$ cat src/design/lpc_pkg.sv
// package for the lcd panel control block: register map, fields, states and carriers
package lpc_pkg;
   localparam int ADDR_W = 11;
   localparam logic [ADDR_W-1:0] OFS_CONTROL = 11'h000;
   localparam logic [ADDR_W-1:0] OFS_IRQ_FLAGS = 11'h004;
   localparam logic [ADDR_W-1:0] OFS_IRQ_MASK = 11'h008;
   localparam logic [ADDR_W-1:0] OFS_LINE_TIMING = 11'h00c;
   localparam logic [ADDR_W-1:0] OFS_FRAME_TIMING = 11'h010;
   localparam logic [ADDR_W-1:0] OFS_PIXCLK_SETUP = 11'h014;
   localparam logic [ADDR_W-1:0] OFS_START_PTR_A = 11'h018;
   localparam logic [ADDR_W-1:0] OFS_START_PTR_B = 11'h01c;
   localparam logic [ADDR_W-1:0] OFS_WORD_COUNT = 11'h020;
   localparam logic [ADDR_W-1:0] OFS_PULSE_DIV = 11'h024;
   localparam logic [ADDR_W-1:0] OFS_PULSE_HIGH = 11'h028;
   localparam logic [ADDR_W-1:0] OFS_LOOKUP = 11'h400;
   localparam logic [31:0] CONTROL_RESET = 32'h0000_0000;
   localparam logic [31:0] CONTROL_WMASK = 32'h001f_ffef;
   localparam logic [31:0] IRQ_WMASK = 32'h0000_00ef;
   localparam logic [31:0] UNMAPPED_DATA = 32'h0000_0000;
   localparam int BIT_GO = 0;
   localparam int BIT_FLAG_SHUTDOWN = 7;
   localparam int BIT_FLAG_START_A = 0;
   localparam int BIT_FLAG_VSYNC = 2;
   localparam int BIT_FLAG_ACTIVE = 3;
   localparam logic [2:0] DEPTH_16 = 3'h5;
   localparam logic [2:0] LAYOUT_LAST = 3'h4;
   localparam logic [1:0] SWIVEL_90 = 2'h1;
   localparam logic [1:0] SWIVEL_270 = 2'h3;
   localparam logic [15:0] WHITE_ALL = 16'hffff;
   localparam logic [15:0] PINS12_MASK = 16'h0fff;
   localparam logic [7:0] PULSE_DIV_RESET = 8'h00;
   localparam logic [15:0] LINES_RESET = 16'h0000;

   typedef struct packed {
      logic [10:0] reserved_hi;
      logic [2:0] rgb16_layout;
      logic white_level;
      logic white_force;
      logic coherent;
      logic [1:0] swivel_select;
      logic tft_pin_count;
      logic channel_order;
      logic panel_split;
      logic [1:0] pixel_packing_order;
      logic mono_width_select;
      logic panel_technology;
      logic panel_colour;
      logic reserved_4;
      logic [2:0] pixel_depth;
      logic go;
   } lpc_control_type;

   typedef struct packed {
      logic dma_req;
      logic dma_coherent;
      logic [31:0] dma_addr;
   } lpc_fetch_type;

   typedef struct packed {
      logic pix_clk;
      logic line_sync;
      logic frame_sync;
      logic data_enable;
      logic [15:0] data;
   } lpc_panel_type;

   typedef enum logic [1:0] {
      ST_IDLE = 2'b00,
      ST_FETCH = 2'b01,
      ST_SCAN = 2'b10,
      ST_DRAIN = 2'b11
   } lpc_state_type;
endpackage

$ cat src/design/lpc_top.sv
// lcd panel control: registers, run control, fetch request and panel scan-out
//
// Summary of operation
// - rgb16_layout is stored but leaves pixel data unchanged for every code
// - white_level is value on all data pins
// - white_force holds data pins at white level
// - coherence bit marks fetches coherent
// - swivel_select bit 1 (180/270) walks fetch addresses downward; 0 and 90 both walk upward
// - tft_pin_count picks 16 or 12 pins
// - channel_order picks rgb or bgr
// - panel_split picks single or dual stn
// - pixel_packing_order sets unpack order in word
// - mono_width_select picks 4 or 8 bit mono
// - panel_technology picks stn or tft
// - panel_colour picks mono or colour
// - pixel_depth code 5 keeps 16 bits per pixel, any other code keeps the low 8 bits
// - go high starts frame fetch
// - fetched data goes out with panel timing
// - go low finishes current frame, no truncation
// - shutdown_done flag set after last frame
// - flags other than shutdown_done clear by writing one; mask gates
`timescale 1ns/1ps
module lpc_top
   import lpc_pkg::*;
#(
   parameter int LINE_PIXELS = 16,
   parameter int FRAME_LINES = 8
) (
   input wire logic clk_sys,
   input wire logic rst_n,
   input wire logic clk_en,
   input wire logic [ADDR_W-1:0] avs_address,
   input wire logic avs_read,
   input wire logic avs_write,
   input wire logic [31:0] avs_writedata,
   input wire logic [3:0] avs_byteenable,
   output logic [31:0] avs_readdata,
   output logic avs_waitrequest,
   output lpc_fetch_type fetch_o,
   input wire logic fetch_ack,
   input wire logic [31:0] fetch_data,
   input wire logic link_clk,
   output lpc_panel_type panel_o,
   output logic irq
);
   logic [1:0] rst_sync_r;
   logic rst_n_int;
   lpc_control_type ctrl_r;
   logic [31:0] flags_r, mask_r, line_timing_r, frame_timing_r, pixclk_r;
   logic [31:0] ptr_a_r, ptr_b_r, words_r, pdiv_r, phigh_r;
   logic ack_r;
   logic [31:0] rdata_r;
   lpc_state_type state_r;
   logic [31:0] word_r;
   logic [15:0] pix_cnt_r, line_cnt_r;
   logic [2:0] lclk_r;
   logic lclk_rise;
   logic frame_end, set_shutdown, set_start, set_vsync, set_active;
   logic [31:0] wmask;
   logic [15:0] pixel_nxt;

   always_ff @(posedge clk_sys or negedge rst_n) begin
      if (!rst_n) begin
         rst_sync_r <= 2'b00;
      end else begin
         rst_sync_r <= {rst_sync_r[0], 1'b1};
      end
   end
   assign rst_n_int = rst_sync_r[1];

   // link clock sampled with three flops; a rising edge counts when stage two is high and stage three low
   always_ff @(posedge clk_sys or negedge rst_n_int) begin
      if (!rst_n_int) begin
         lclk_r <= 3'b000;
      end else if (clk_en) begin
         lclk_r <= {lclk_r[1:0], link_clk};
      end
   end
   assign lclk_rise = lclk_r[1] & ~lclk_r[2];

   // slave answers one cycle after the request is seen
   always_comb begin
      for (int i = 0; i < 4; i++) begin
         wmask[8*i +: 8] = {8{avs_byteenable[i]}};
      end
   end
   assign avs_waitrequest = (avs_read | avs_write) & ~ack_r;
   assign avs_readdata = rdata_r;

   always_ff @(posedge clk_sys or negedge rst_n_int) begin
      if (!rst_n_int) begin
         ack_r <= 1'b0;
         rdata_r <= 32'h0000_0000;
      end else if (clk_en) begin
         ack_r <= (avs_read | avs_write) & ~ack_r;
         if (avs_read & ~ack_r) begin
            case (avs_address)
               OFS_CONTROL: rdata_r <= ctrl_r;
               OFS_IRQ_FLAGS: rdata_r <= flags_r;
               OFS_IRQ_MASK: rdata_r <= mask_r;
               OFS_LINE_TIMING: rdata_r <= line_timing_r;
               OFS_FRAME_TIMING: rdata_r <= frame_timing_r;
               OFS_PIXCLK_SETUP: rdata_r <= pixclk_r;
               OFS_START_PTR_A: rdata_r <= ptr_a_r;
               OFS_START_PTR_B: rdata_r <= ptr_b_r;
               OFS_WORD_COUNT: rdata_r <= words_r;
               OFS_PULSE_DIV: rdata_r <= pdiv_r;
               OFS_PULSE_HIGH: rdata_r <= phigh_r;
               default: rdata_r <= UNMAPPED_DATA;
            endcase
         end
      end
   end

   // control register: reserved bits stay zero; all fields written at any time,
   // software keeps them stable while running
   always_ff @(posedge clk_sys or negedge rst_n_int) begin
      if (!rst_n_int) begin
         ctrl_r <= CONTROL_RESET;
      end else if (clk_en) begin
         if (avs_write & ~ack_r & (avs_address == OFS_CONTROL)) begin
            ctrl_r <= (ctrl_r & ~(wmask & CONTROL_WMASK)) | (avs_writedata & wmask & CONTROL_WMASK);
         end
      end
   end

   always_ff @(posedge clk_sys or negedge rst_n_int) begin
      if (!rst_n_int) begin
         mask_r <= 32'h0000_0000;
         line_timing_r <= 32'h0000_0000;
         frame_timing_r <= 32'h0000_0000;
         pixclk_r <= 32'h0000_0000;
         ptr_a_r <= 32'h0000_0000;
         ptr_b_r <= 32'h0000_0000;
         words_r <= 32'h0000_0000;
         pdiv_r <= 32'h0000_0000;
         phigh_r <= 32'h0000_0000;
      end else if (clk_en && avs_write && !ack_r) begin
         case (avs_address)
            OFS_IRQ_MASK: mask_r <= (mask_r & ~wmask) | (avs_writedata & wmask & IRQ_WMASK);
            OFS_LINE_TIMING: line_timing_r <= (line_timing_r & ~wmask) | (avs_writedata & wmask);
            OFS_FRAME_TIMING: frame_timing_r <= (frame_timing_r & ~wmask) | (avs_writedata & wmask);
            OFS_PIXCLK_SETUP: pixclk_r <= (pixclk_r & ~wmask) | (avs_writedata & wmask);
            OFS_START_PTR_A: ptr_a_r <= (ptr_a_r & ~wmask) | (avs_writedata & wmask);
            OFS_START_PTR_B: ptr_b_r <= (ptr_b_r & ~wmask) | (avs_writedata & wmask);
            OFS_WORD_COUNT: words_r <= (words_r & ~wmask) | (avs_writedata & wmask);
            OFS_PULSE_DIV: pdiv_r <= (pdiv_r & ~wmask) | (avs_writedata & wmask);
            OFS_PULSE_HIGH: phigh_r <= (phigh_r & ~wmask) | (avs_writedata & wmask);
            default: ;
         endcase
      end
   end

   // sticky flags: set wins over write-one clear; shutdown clears when go rises again
   always_ff @(posedge clk_sys or negedge rst_n_int) begin
      if (!rst_n_int) begin
         flags_r <= 32'h0000_0000;
      end else if (clk_en) begin
         logic [31:0] clr;
         logic [31:0] set;
         clr = 32'h0000_0000;
         set = 32'h0000_0000;
         if (avs_write & ~ack_r & (avs_address == OFS_IRQ_FLAGS)) begin
            clr = avs_writedata & wmask & IRQ_WMASK;
            clr[BIT_FLAG_SHUTDOWN] = 1'b0;
         end
         if (ctrl_r.go) begin
            clr[BIT_FLAG_SHUTDOWN] = 1'b1;
         end
         set[BIT_FLAG_SHUTDOWN] = set_shutdown;
         set[BIT_FLAG_START_A] = set_start;
         set[BIT_FLAG_VSYNC] = set_vsync;
         set[BIT_FLAG_ACTIVE] = set_active;
         flags_r <= (flags_r & ~clr) | set;
      end
   end
   assign irq = |(flags_r & mask_r);

   // run control
   assign frame_end = lclk_rise && (pix_cnt_r == 16'(LINE_PIXELS - 1)) && (line_cnt_r == 16'(FRAME_LINES - 1));
   assign set_shutdown = (state_r == ST_DRAIN) && frame_end && !ctrl_r.go;
   assign set_start = (state_r == ST_FETCH) && fetch_ack;
   assign set_vsync = frame_end;
   assign set_active = (state_r == ST_FETCH) && fetch_ack && (line_cnt_r == LINES_RESET);

   always_ff @(posedge clk_sys or negedge rst_n_int) begin
      if (!rst_n_int) begin
         state_r <= ST_IDLE;
      end else if (clk_en) begin
         case (state_r)
            ST_IDLE: if (ctrl_r.go) state_r <= ST_FETCH;
            ST_FETCH: if (fetch_ack) state_r <= ST_SCAN;
            ST_SCAN: if (lclk_rise && pix_cnt_r[0]) state_r <= ctrl_r.go ? ST_FETCH : ST_DRAIN;
            ST_DRAIN: begin
               // frame finishes before shutdown
               if (frame_end) state_r <= ctrl_r.go ? ST_FETCH : ST_IDLE;
               else if (lclk_rise && pix_cnt_r[0] && ctrl_r.go) state_r <= ST_FETCH;
            end
            default: state_r <= ST_IDLE;
         endcase
      end
   end

   // pixel and line counters advance on link clock edges while scanning
   always_ff @(posedge clk_sys or negedge rst_n_int) begin
      if (!rst_n_int) begin
         pix_cnt_r <= 16'h0000;
         line_cnt_r <= 16'h0000;
      end else if (clk_en) begin
         if (state_r == ST_IDLE) begin
            pix_cnt_r <= 16'h0000;
            line_cnt_r <= 16'h0000;
         end else if (lclk_rise && state_r != ST_FETCH) begin
            if (pix_cnt_r == 16'(LINE_PIXELS - 1)) begin
               pix_cnt_r <= 16'h0000;
               line_cnt_r <= (line_cnt_r == 16'(FRAME_LINES - 1)) ? 16'h0000 : line_cnt_r + 16'h0001;
            end else begin
               pix_cnt_r <= pix_cnt_r + 16'h0001;
            end
         end
      end
   end

   // frame-buffer word holds two 16-bit pixels; packing order picks half
   always_ff @(posedge clk_sys or negedge rst_n_int) begin
      if (!rst_n_int) begin
         word_r <= 32'h0000_0000;
      end else if (clk_en && state_r == ST_FETCH && fetch_ack) begin
         word_r <= fetch_data;
      end
   end

   always_comb begin
      pixel_nxt = (pix_cnt_r[0] ^ ctrl_r.pixel_packing_order[0]) ? word_r[31:16] : word_r[15:0];
      if (ctrl_r.pixel_depth != DEPTH_16) begin
         pixel_nxt = {8'h00, pixel_nxt[7:0]};
      end
      if (ctrl_r.channel_order) begin
         pixel_nxt = {pixel_nxt[4:0], pixel_nxt[10:5], pixel_nxt[15:11]};
      end
      if (!ctrl_r.panel_colour && !ctrl_r.mono_width_select) begin
         pixel_nxt = {12'h000, pixel_nxt[3:0]};
      end
      if (!ctrl_r.panel_technology && ctrl_r.panel_split) begin
         pixel_nxt = {pixel_nxt[7:0], pixel_nxt[7:0]};
      end
      if (ctrl_r.panel_technology && ctrl_r.tft_pin_count) begin
         pixel_nxt = pixel_nxt & PINS12_MASK;
      end
      // every layout code, defined or beyond the last, passes the word unchanged
      if (ctrl_r.rgb16_layout <= LAYOUT_LAST && ctrl_r.pixel_depth == DEPTH_16) begin
         pixel_nxt = pixel_nxt;
      end
      if (ctrl_r.white_force) begin
         pixel_nxt = ctrl_r.white_level ? WHITE_ALL : 16'h0000;
      end
   end

   always_ff @(posedge clk_sys or negedge rst_n_int) begin
      if (!rst_n_int) begin
         panel_o <= '0;
         fetch_o <= '0;
      end else if (clk_en) begin
         panel_o.pix_clk <= (state_r == ST_SCAN || state_r == ST_DRAIN) ? lclk_r[2] : 1'b0;
         panel_o.line_sync <= (state_r != ST_IDLE) && (pix_cnt_r == 16'h0000);
         panel_o.frame_sync <= (state_r != ST_IDLE) && (line_cnt_r == 16'h0000);
         panel_o.data_enable <= (state_r == ST_SCAN || state_r == ST_DRAIN);
         panel_o.data <= (ctrl_r.white_force || state_r != ST_IDLE) ? pixel_nxt : 16'h0000;
         fetch_o.dma_req <= (state_r == ST_FETCH) && !fetch_ack;
         fetch_o.dma_coherent <= ctrl_r.coherent;
         // 180 and 270 walk the buffer downward from the start pointer
         fetch_o.dma_addr <= ctrl_r.swivel_select[1] ? ptr_a_r - {14'h0000, pix_cnt_r, 2'b00}
            : ptr_a_r + {14'h0000, pix_cnt_r, 2'b00};
      end
   end

   white_hold_a: assert property (@(posedge clk_sys) disable iff (!rst_n_int)
      (clk_en && ctrl_r.white_force) |=> (panel_o.data == ($past(ctrl_r.white_level) ? WHITE_ALL : 16'h0000)))
      else $error("white data not held");
   go_fetch_a: assert property (@(posedge clk_sys) disable iff (!rst_n_int)
      (clk_en && state_r == ST_IDLE && ctrl_r.go) |=> state_r == ST_FETCH)
      else $error("go did not start fetch");
   idle_quiet_a: assert property (@(posedge clk_sys) disable iff (!rst_n_int)
      (state_r == ST_IDLE) |=> !fetch_o.dma_req)
      else $error("fetch while idle");
   shutdown_flag_a: assert property (@(posedge clk_sys) disable iff (!rst_n_int)
      (clk_en && set_shutdown) |=> flags_r[BIT_FLAG_SHUTDOWN])
      else $error("shutdown flag not set");
   no_truncate_a: assert property (@(posedge clk_sys) disable iff (!rst_n_int)
      (clk_en && state_r == ST_DRAIN && !frame_end) |=> state_r != ST_IDLE)
      else $error("frame truncated");
   drain_end_a: assert property (@(posedge clk_sys) disable iff (!rst_n_int)
      ($past(state_r) == ST_DRAIN && state_r == ST_IDLE) |-> $past(frame_end))
      else $error("stopped mid frame");
   coherent_a: assert property (@(posedge clk_sys) disable iff (!rst_n_int)
      clk_en |=> fetch_o.dma_coherent == $past(ctrl_r.coherent))
      else $error("coherence mark wrong");
   irq_gate_a: assert property (@(posedge clk_sys) disable iff (!rst_n_int)
      irq |-> |(flags_r & mask_r))
      else $error("interrupt without enabled flag");
   sd_keep_a: assert property (@(posedge clk_sys) disable iff (!rst_n_int)
      (clk_en && flags_r[BIT_FLAG_SHUTDOWN] && !ctrl_r.go) |=> flags_r[BIT_FLAG_SHUTDOWN])
      else $error("shutdown flag cleared by write");
endmodule

$ cat config.mk
export PLATFORM = sky130hd
export DESIGN_NAME = lpc_top
export DESIGN_NICKNAME = d
export VERILOG_FILES = /design/src/design/lpc_pkg.sv /design/src/design/lpc_top.sv
export SDC_FILE = /design/constraint.sdc
export NUM_CORES = 1
export LEC_CHECK = 0
export ABC_AREA = 0
export CAP_MARGIN = 20
export CORE_AREA = 3 3 232 234
export CTS_CLUSTER_SIZE = 10
export DETAILED_ROUTE_END_ITERATION = 8
export DIE_AREA = 0 0 235 237
export DONT_BUFFER_PORTS = 1
export GPL_TIMING_DRIVEN = 0
export PLACE_DENSITY = 0.55
export SLEW_MARGIN = 0
export SYNTH_ARGS = -nofsm -noshare
export SYNTH_HDL_FRONTEND = slang
export SYNTH_SLANG_ARGS = --single-unit
$ cat constraint.sdc
create_clock -name clk_sys -period 17.95 [get_ports clk_sys]
set_input_delay 1.795 -clock clk_sys [delete_from_list [all_inputs] [get_ports clk_sys]]
set_output_delay 1.795 -clock clk_sys [all_outputs]
set_load 0.01 [all_outputs]
==> flow_summary.ini, run 1 <==
[synthesis]
yosysMostFrequentCell = dfrtp_1
syn_area_per_cell_um2 = 11.4
syn_area_mm2 = 0.0233
synthDistinctLibCells = 88
synth_area_leaders = dfrtp_1 (51%), mux2_2 (16%), nand2_1 (2.9%)
async_flop_share = 1.00
synth_edf_count = 0
yosys.area.top_type = dfrtp_1
yosysSeqAreaShare = 0.509
syn-num-nets = 2169
synth_top_area_frac = 0.509
ys_ff_latch = 473
synth_top_flop_cell = dfrtp_1
ys.warnings.count = 0
netlist_instances = 2049
yosys-top-cells-count = dfrtp_1 (473), mux2_2 (332), nand2_1 (182), nor2_1 (107), clkbuf_1 (87)

[setup_path]
cp_slowest_cell = nor2_2
worstPathRequired_ns = 18.44
crit_family = simple AND/OR/NAND/NOR gates
crit_chain = buf_2 -> nor4b_2 -> buf_4 -> nand2_1 -> nor2_2 -> nand2_1 -> mux2_2
start_kind = primary input
end_kind = register
crit_fanout = 10
cpMostUsedCell = nand2_1
critPathKind = in -> reg
arrival_ns = 5.50
max_stage_delay_ns = 0.98
critPathBufInv = 2

[clock_tree]
cts-root-buf = clkbuf_16
hold_buffers = 0
path_clk_slew_ns = 0.06
post_cts_resized = 0
cts_sinks = 473
cts_inserted_buffers = 55
cts_tree = done
post_cts.repair.setup_buffers = 0
clk_path_buf_depth = 3
htree_levels = 2
worst_skew_pair.late_latency_ns = 0.62

[timing]
fmax_mhz = 200
slew_viol_final = 0
hold_viol_final = 0
maxSlewHeadroom = 0.201
min_period_ns = 5.01
final.period_utilization = 0.279
fin_worst_skew_ns = 0.0206
worst_pin_slew_ns = 1.17
rsz0062_at_grt = no
setup_viol = 0

[drt]
drt_iter0_markers = 1636
avgRoutedWirePerCell_um = 28.6
firstDrtPassIters = 6
vias = 17700
drtAntennaViolNets = 0
drcViolationCount = 0
avgViaCountPerCell = 6.26
wl_um = 81100

[placement]
place_congestion = 0.899
postPlaceCellArea_mm2 = 0.0245
port_buffers = 0
hpwl_um = 57600

[pwr]
ir_worst_vdd_uv = 66.9
power_density_mw_per_mm2 = 94.8
static-leakage-power_uw = 0.0120

[layout]
drive_above_1_share = 0.216
finalCoreUtilization = 0.499
nNetsFinal = 2248
fillers = 4744
area_growth_pct = 12.1
final_area_mm2 = 0.0261

[global_route]
grt_max_degree = 73
grt_first_pass_wirelength_um = 118000
grt_usage = 0.285
grt_pass1_vias = 17300
grt.overflow.total = 0
antenna_found_initial = 3

[floorplanning]
core-area_mm2 = 0.0522
rows = 84
dieWidth_um = 235
io_pins = 174
die_height_um = 237
dieArea_mm2 = 0.0557
initial_core_util = 0.445

[job]
drv_cap = 0

[hold_path]
hold_path_class = reg -> async

[status]
status = complete, no violations
cell usage in the layout (no fill, tap or decap), types with 17 or more instances in the layout:
master and count:
a221oi_1 17, and2_1 32, nor3_1 27, mux2i_1 49, a22oi_1 71, xnor2_1 26
dfrtp_1 472, a21o_1 24, clkbuf_1 96, a21oi_1 72, nand3_1 37, inv_1 30
nor2_1 107, o22ai_1 22, o21ai_0 75, nand2_1 182, ha_1 33, o21ai_1 21
clkbuf_16 55, a22o_1 22, mux2_2 332, nand4_1 18
layout make-up:
cell class / instances / area [µm²] / area share
clock inverter: 5 / 97.6 / 0.00374
buffer: 107 / 430 / 0.0165
sequential: 473 / 11800 / 0.454
antenna: 1 / 2.50 / 0.0000960
clock buffer: 68 / 1470 / 0.0562
timing repair buffer: 22 / 355 / 0.0136
inverter: 30 / 113 / 0.00432
multi-input combinational: 1439 / 10900 / 0.418
tap: 688 / 861 / 0.0330
path summary, 6_finish.rpt:
kind,startpoint,to,slack (ns),depth (start not counted)
setup / recovery,avs_address[5],register,12.94,7
hold / removal,rst_sync_r[1],fetch_o[18],0.28,0
setup reg to reg,pix_cnt_r[0],fetch_o[28],13.32,14
hold reg to reg,rst_sync_r[1],fetch_o[18],0.28,0
max in group asynchronous,rst_sync_r[1],asynchronous set/reset pin,16.02,4
min in group clk_sys,rst_sync_r[0],rst_sync_r[1],0.35,0
cell families after synthesis:
family	synth area share
compound gates	0.135
other cells	0.000161
mux	0.188
fa+ha+maj	0.0186
flops	0.509
xor+xnor	0.0143
simple gates	0.112
buf+inv	0.0233
per-stage QoR:
| stage | cells | setup WS [ns] | TNS, ns | total power (µW) | hold WS (ns) |
|---|---|---|---|---|---|
| 6_report | 2833 | 12.94 | 0 | 2470 | 0.284 |
| 5_1_grt | 2832 | 12.92 | 0 | 2570 | 0.322 |
| 4_1_cts | 2830 | 13.04 | 0 | 2490 | 0.304 |
| 3_5_place_dp | 2757 | 12.40 | 0 | 1460 | 0.299 |
| 3_3_place_gp | 2737 | -1.74 | -786.08 | 1450 | 0.336 |
| 2_1_floorplan | 2049 | 3.79 | 0 | 1370 | 0.331 |
layer usage:
metal / part of all wire / wire (µm) / global-route usage
met2: 0.46 / 36900 / 0.448
met3: 0.082 / 6670 / 0.0713
met1: 0.43 / 34800 / 0.390
met5: 0 / 0 / 0
met4: 0.033 / 2690 / 0.0902
worst reg2reg max path, delay by kind of cell, from the launching register on:
family | cells | cell delay (ns)
fa+ha+maj | 1 | 0.28
simple gates | 7 | 2.49
buf+inv | 3 | 0.76
compound gates | 2 | 0.47
flops | 1 | 0.40
xor+xnor | 1 | 0.17
report_power, final:
| part | switching (µW) | internal [µW] |
|---|---|---|
| sequential | 35.9 | 1100 |
| clock | 434 | 592 |
| combinational | 194 | 112 |
| total | 664 | 1810 |
Note: power is estimated with default switching activity, not from simulation.
==> inputs of run 2 (changes only) <==
--- a/config.mk
+++ b/config.mk
@@ -13,7 +13,7 @@
 export DIE_AREA = 0 0 235 237
 export DONT_BUFFER_PORTS = 1
 export GPL_TIMING_DRIVEN = 0
-export PLACE_DENSITY = 0.55
+export PLACE_DENSITY = 0.57
 export SLEW_MARGIN = 0
 export SYNTH_ARGS = -nofsm -noshare
 export SYNTH_HDL_FRONTEND = slang
==> constraint.sdc (replaced) <==
create_clock -name clk_sys -period 4.5 [get_ports clk_sys]
set_input_delay 0.45 -clock clk_sys [delete_from_list [all_inputs] [get_ports clk_sys]]
set_output_delay 0.45 -clock clk_sys [all_outputs]
set_load 0.01 [all_outputs]
==> run 2 against run 1 <==
Clock skew up 0.0039 ns. Flip-flop and latch count unchanged. Hold slack worse by 0.22 ns. Core utilization up 1.3 points. Worst setup slack worse by 13 ns. Via count up 2.6%. Global-route usage up 0.28 points. Highest routed layer is now met5.
==> flow_summary.ini, run 2 (same netlist as run 1, synthesis figures left out) <==
[clock_tree]
cts_inserted_buffers = 55
worst_skew_pair.late_latency_ns = 0.64
htree_levels = 2
cts-root-buf = clkbuf_16
clk_path_buf_depth = 3
path_clk_slew_ns = 0.06
cts_sinks = 473
cts_tree = done

[setup_path]
cp_slowest_cell = or4_1
crit_chain = buf_4 -> or4_1 -> nor2_1 -> nand2_2 -> nand2b_1 -> ha_1 -> nand2_1 -> or3_1 -> a211oi_1 -> nor4b_2 -> or4_1 -> nand3b_1
end_kind = register
arrival_ns = 4.73
worstPathRequired_ns = 5.05
rrSetupSlack_ns = 0.32
crit_family = simple AND/OR/NAND/NOR gates
r2r-start = pix_cnt_r[12]
crit_fanout = 10
start_kind = register
r2r-end = fetch_o[28]
critPathKind = reg -> reg
max_stage_delay_ns = 0.53
cpMostUsedCell = or4_1
reg2reg_depth = 12
critPathBufInv = 1

[pwr]
power_frac_clock = 0.411
static-leakage-power_uw = 0.0123
switching_power_uw = 2740
p_int_uw = 7230
power_switching_share = 0.274
combPwrFrac = 0.133
power_density_mw_per_mm2 = 373
p_seq_frac = 0.457
ir_worst_vdd_uv = 289
finalPower_uw = 9970

[global_route]
grt_max_degree = 71
grt_usage = 0.288
grt_first_pass_wirelength_um = 121000
antenna_found_initial = 6
grt.overflow.total = 0
grt_pass1_vias = 18000

[layout]
nNetsFinal = 2308
final_cell_mix = dfrtp_1 (472), mux2_2 (332), nand2_1 (181)
final_area_mm2 = 0.0268
drive_above_1_share = 0.214
final_common_cell = dfrtp_1
area_growth_pct = 15.0

[drt]
drt_iter0_markers = 1910
firstDrtPassIters = 5
avgViaCountPerCell = 6.28
wl_um = 81500
drcViolationCount = 0
drtAntennaViolNets = 0
avgRoutedWirePerCell_um = 28.1
vias = 18200

[timing]
min_period_ns = 4.18
whs_ns = 0.0623
maxSlewHeadroom = 0.106
tns_ns = 0
hold_viol_final = 0
setup_viol = 0
worst_slack_ns = 0.317
fmax_mhz = 239
final.period_utilization = 0.930
slew_viol_final = 0
fin_worst_skew_ns = 0.0245
rsz0062_at_grt = no
worst_pin_slew_ns = 1.33

[placement]
hpwl_um = 57100
port_buffers = 0
place_congestion = 0.933
postPlaceCellArea_mm2 = 0.0245
dp_slack_ns = -0.122

[floorplanning]
dieArea_mm2 = 0.0557
io_pins = 174
initial_core_util = 0.445
core-area_mm2 = 0.0522
dieWidth_um = 235
die_height_um = 237
rows = 84

[status]
status = complete, no violations

[job]
drv_cap = 0

[hold_path]
hold_path_class = in -> async
run 2: changes by cell type in the layout (fill, tap and decap cells not counted), sizes merged:
cell	delta
dlygate4sd3	+65
clkinv	-1
buf	-1
bufinv	-2
diode	+2
clkbuf	-1
inv	+1
run 2: how the worst max path moves through the flow:
stage                     slack, ns           from                    endpoint  cells past startpoint
after detailed placement      -0.12   pix_cnt_r[0]                 fetch_o[20]                     13
after global placement        -1.95  rst_sync_r[1]             avs_readdata[0]                      0
after floorplan               -0.12  rst_sync_r[1]  asynchronous set/reset pin                      0
after global routing           0.10  pix_cnt_r[12]                 fetch_o[24]                     12
final                          0.32  pix_cnt_r[12]                 fetch_o[28]                     12
after CTS                      0.06   pix_cnt_r[0]                 fetch_o[28]                     15
run 2: stage by stage:
step	cells	utilization
3_5_place_dp	2756	0.469
5_1_grt	2894	0.512
4_1_cts	2895	0.512
2_1_floorplan	2049	-
3_3_place_gp	2737	0.462
6_report	2896	0.512
run 2: repair_timing:
action                                  CTS  global route
setup buffers                             0             0
endpoints found under the hold margin   254             0
gates resized for setup                   2             9
hold buffers                             65             0
endpoints found under the setup margin    4            12
run 2: worst register-to-register path: cells and delay by family, from the launching register on:
| family | cells | cell delay, ns |
|---|---|---|
| simple gates | 9 | 3.00 |
| fa+ha+maj | 1 | 0.30 |
| flops | 1 | 0.36 |
| buf+inv | 1 | 0.17 |
| compound gates | 1 | 0.32 |
run 2: final cells by class:
class	instances	area, µm²
multi-input cells	1439	10900
plain buffers	104	420
repair buffers	85	993
clock buffers	71	1520
fillers	4635	25500
well taps	688	861
flip-flops and latches	473	11800
clock inverters	3	58.8
inverters	30	113
diodes	3	7.51
run 2: power by group through the flow:
stage | combinational, µW | clock (µW) | sequential (µW)
after global routing | 1460 | 4330 | 4570
final | 1320 | 4090 | 4550
after CTS | 1300 | 4150 | 4550
after global placement | 1080 | 0 | 4700
after detailed placement | 1220 | 0 | 4630
after floorplan | 812 | 0 | 4640
run 2: routing by layer:
metal  vias up  wire (µm)  GRT usage
met3       208       6110     0.0579
met4         6       3450      0.113
met1      9383      34400      0.391
met5         -         34          0
li1       7866          -          -
met2       738      37500      0.456
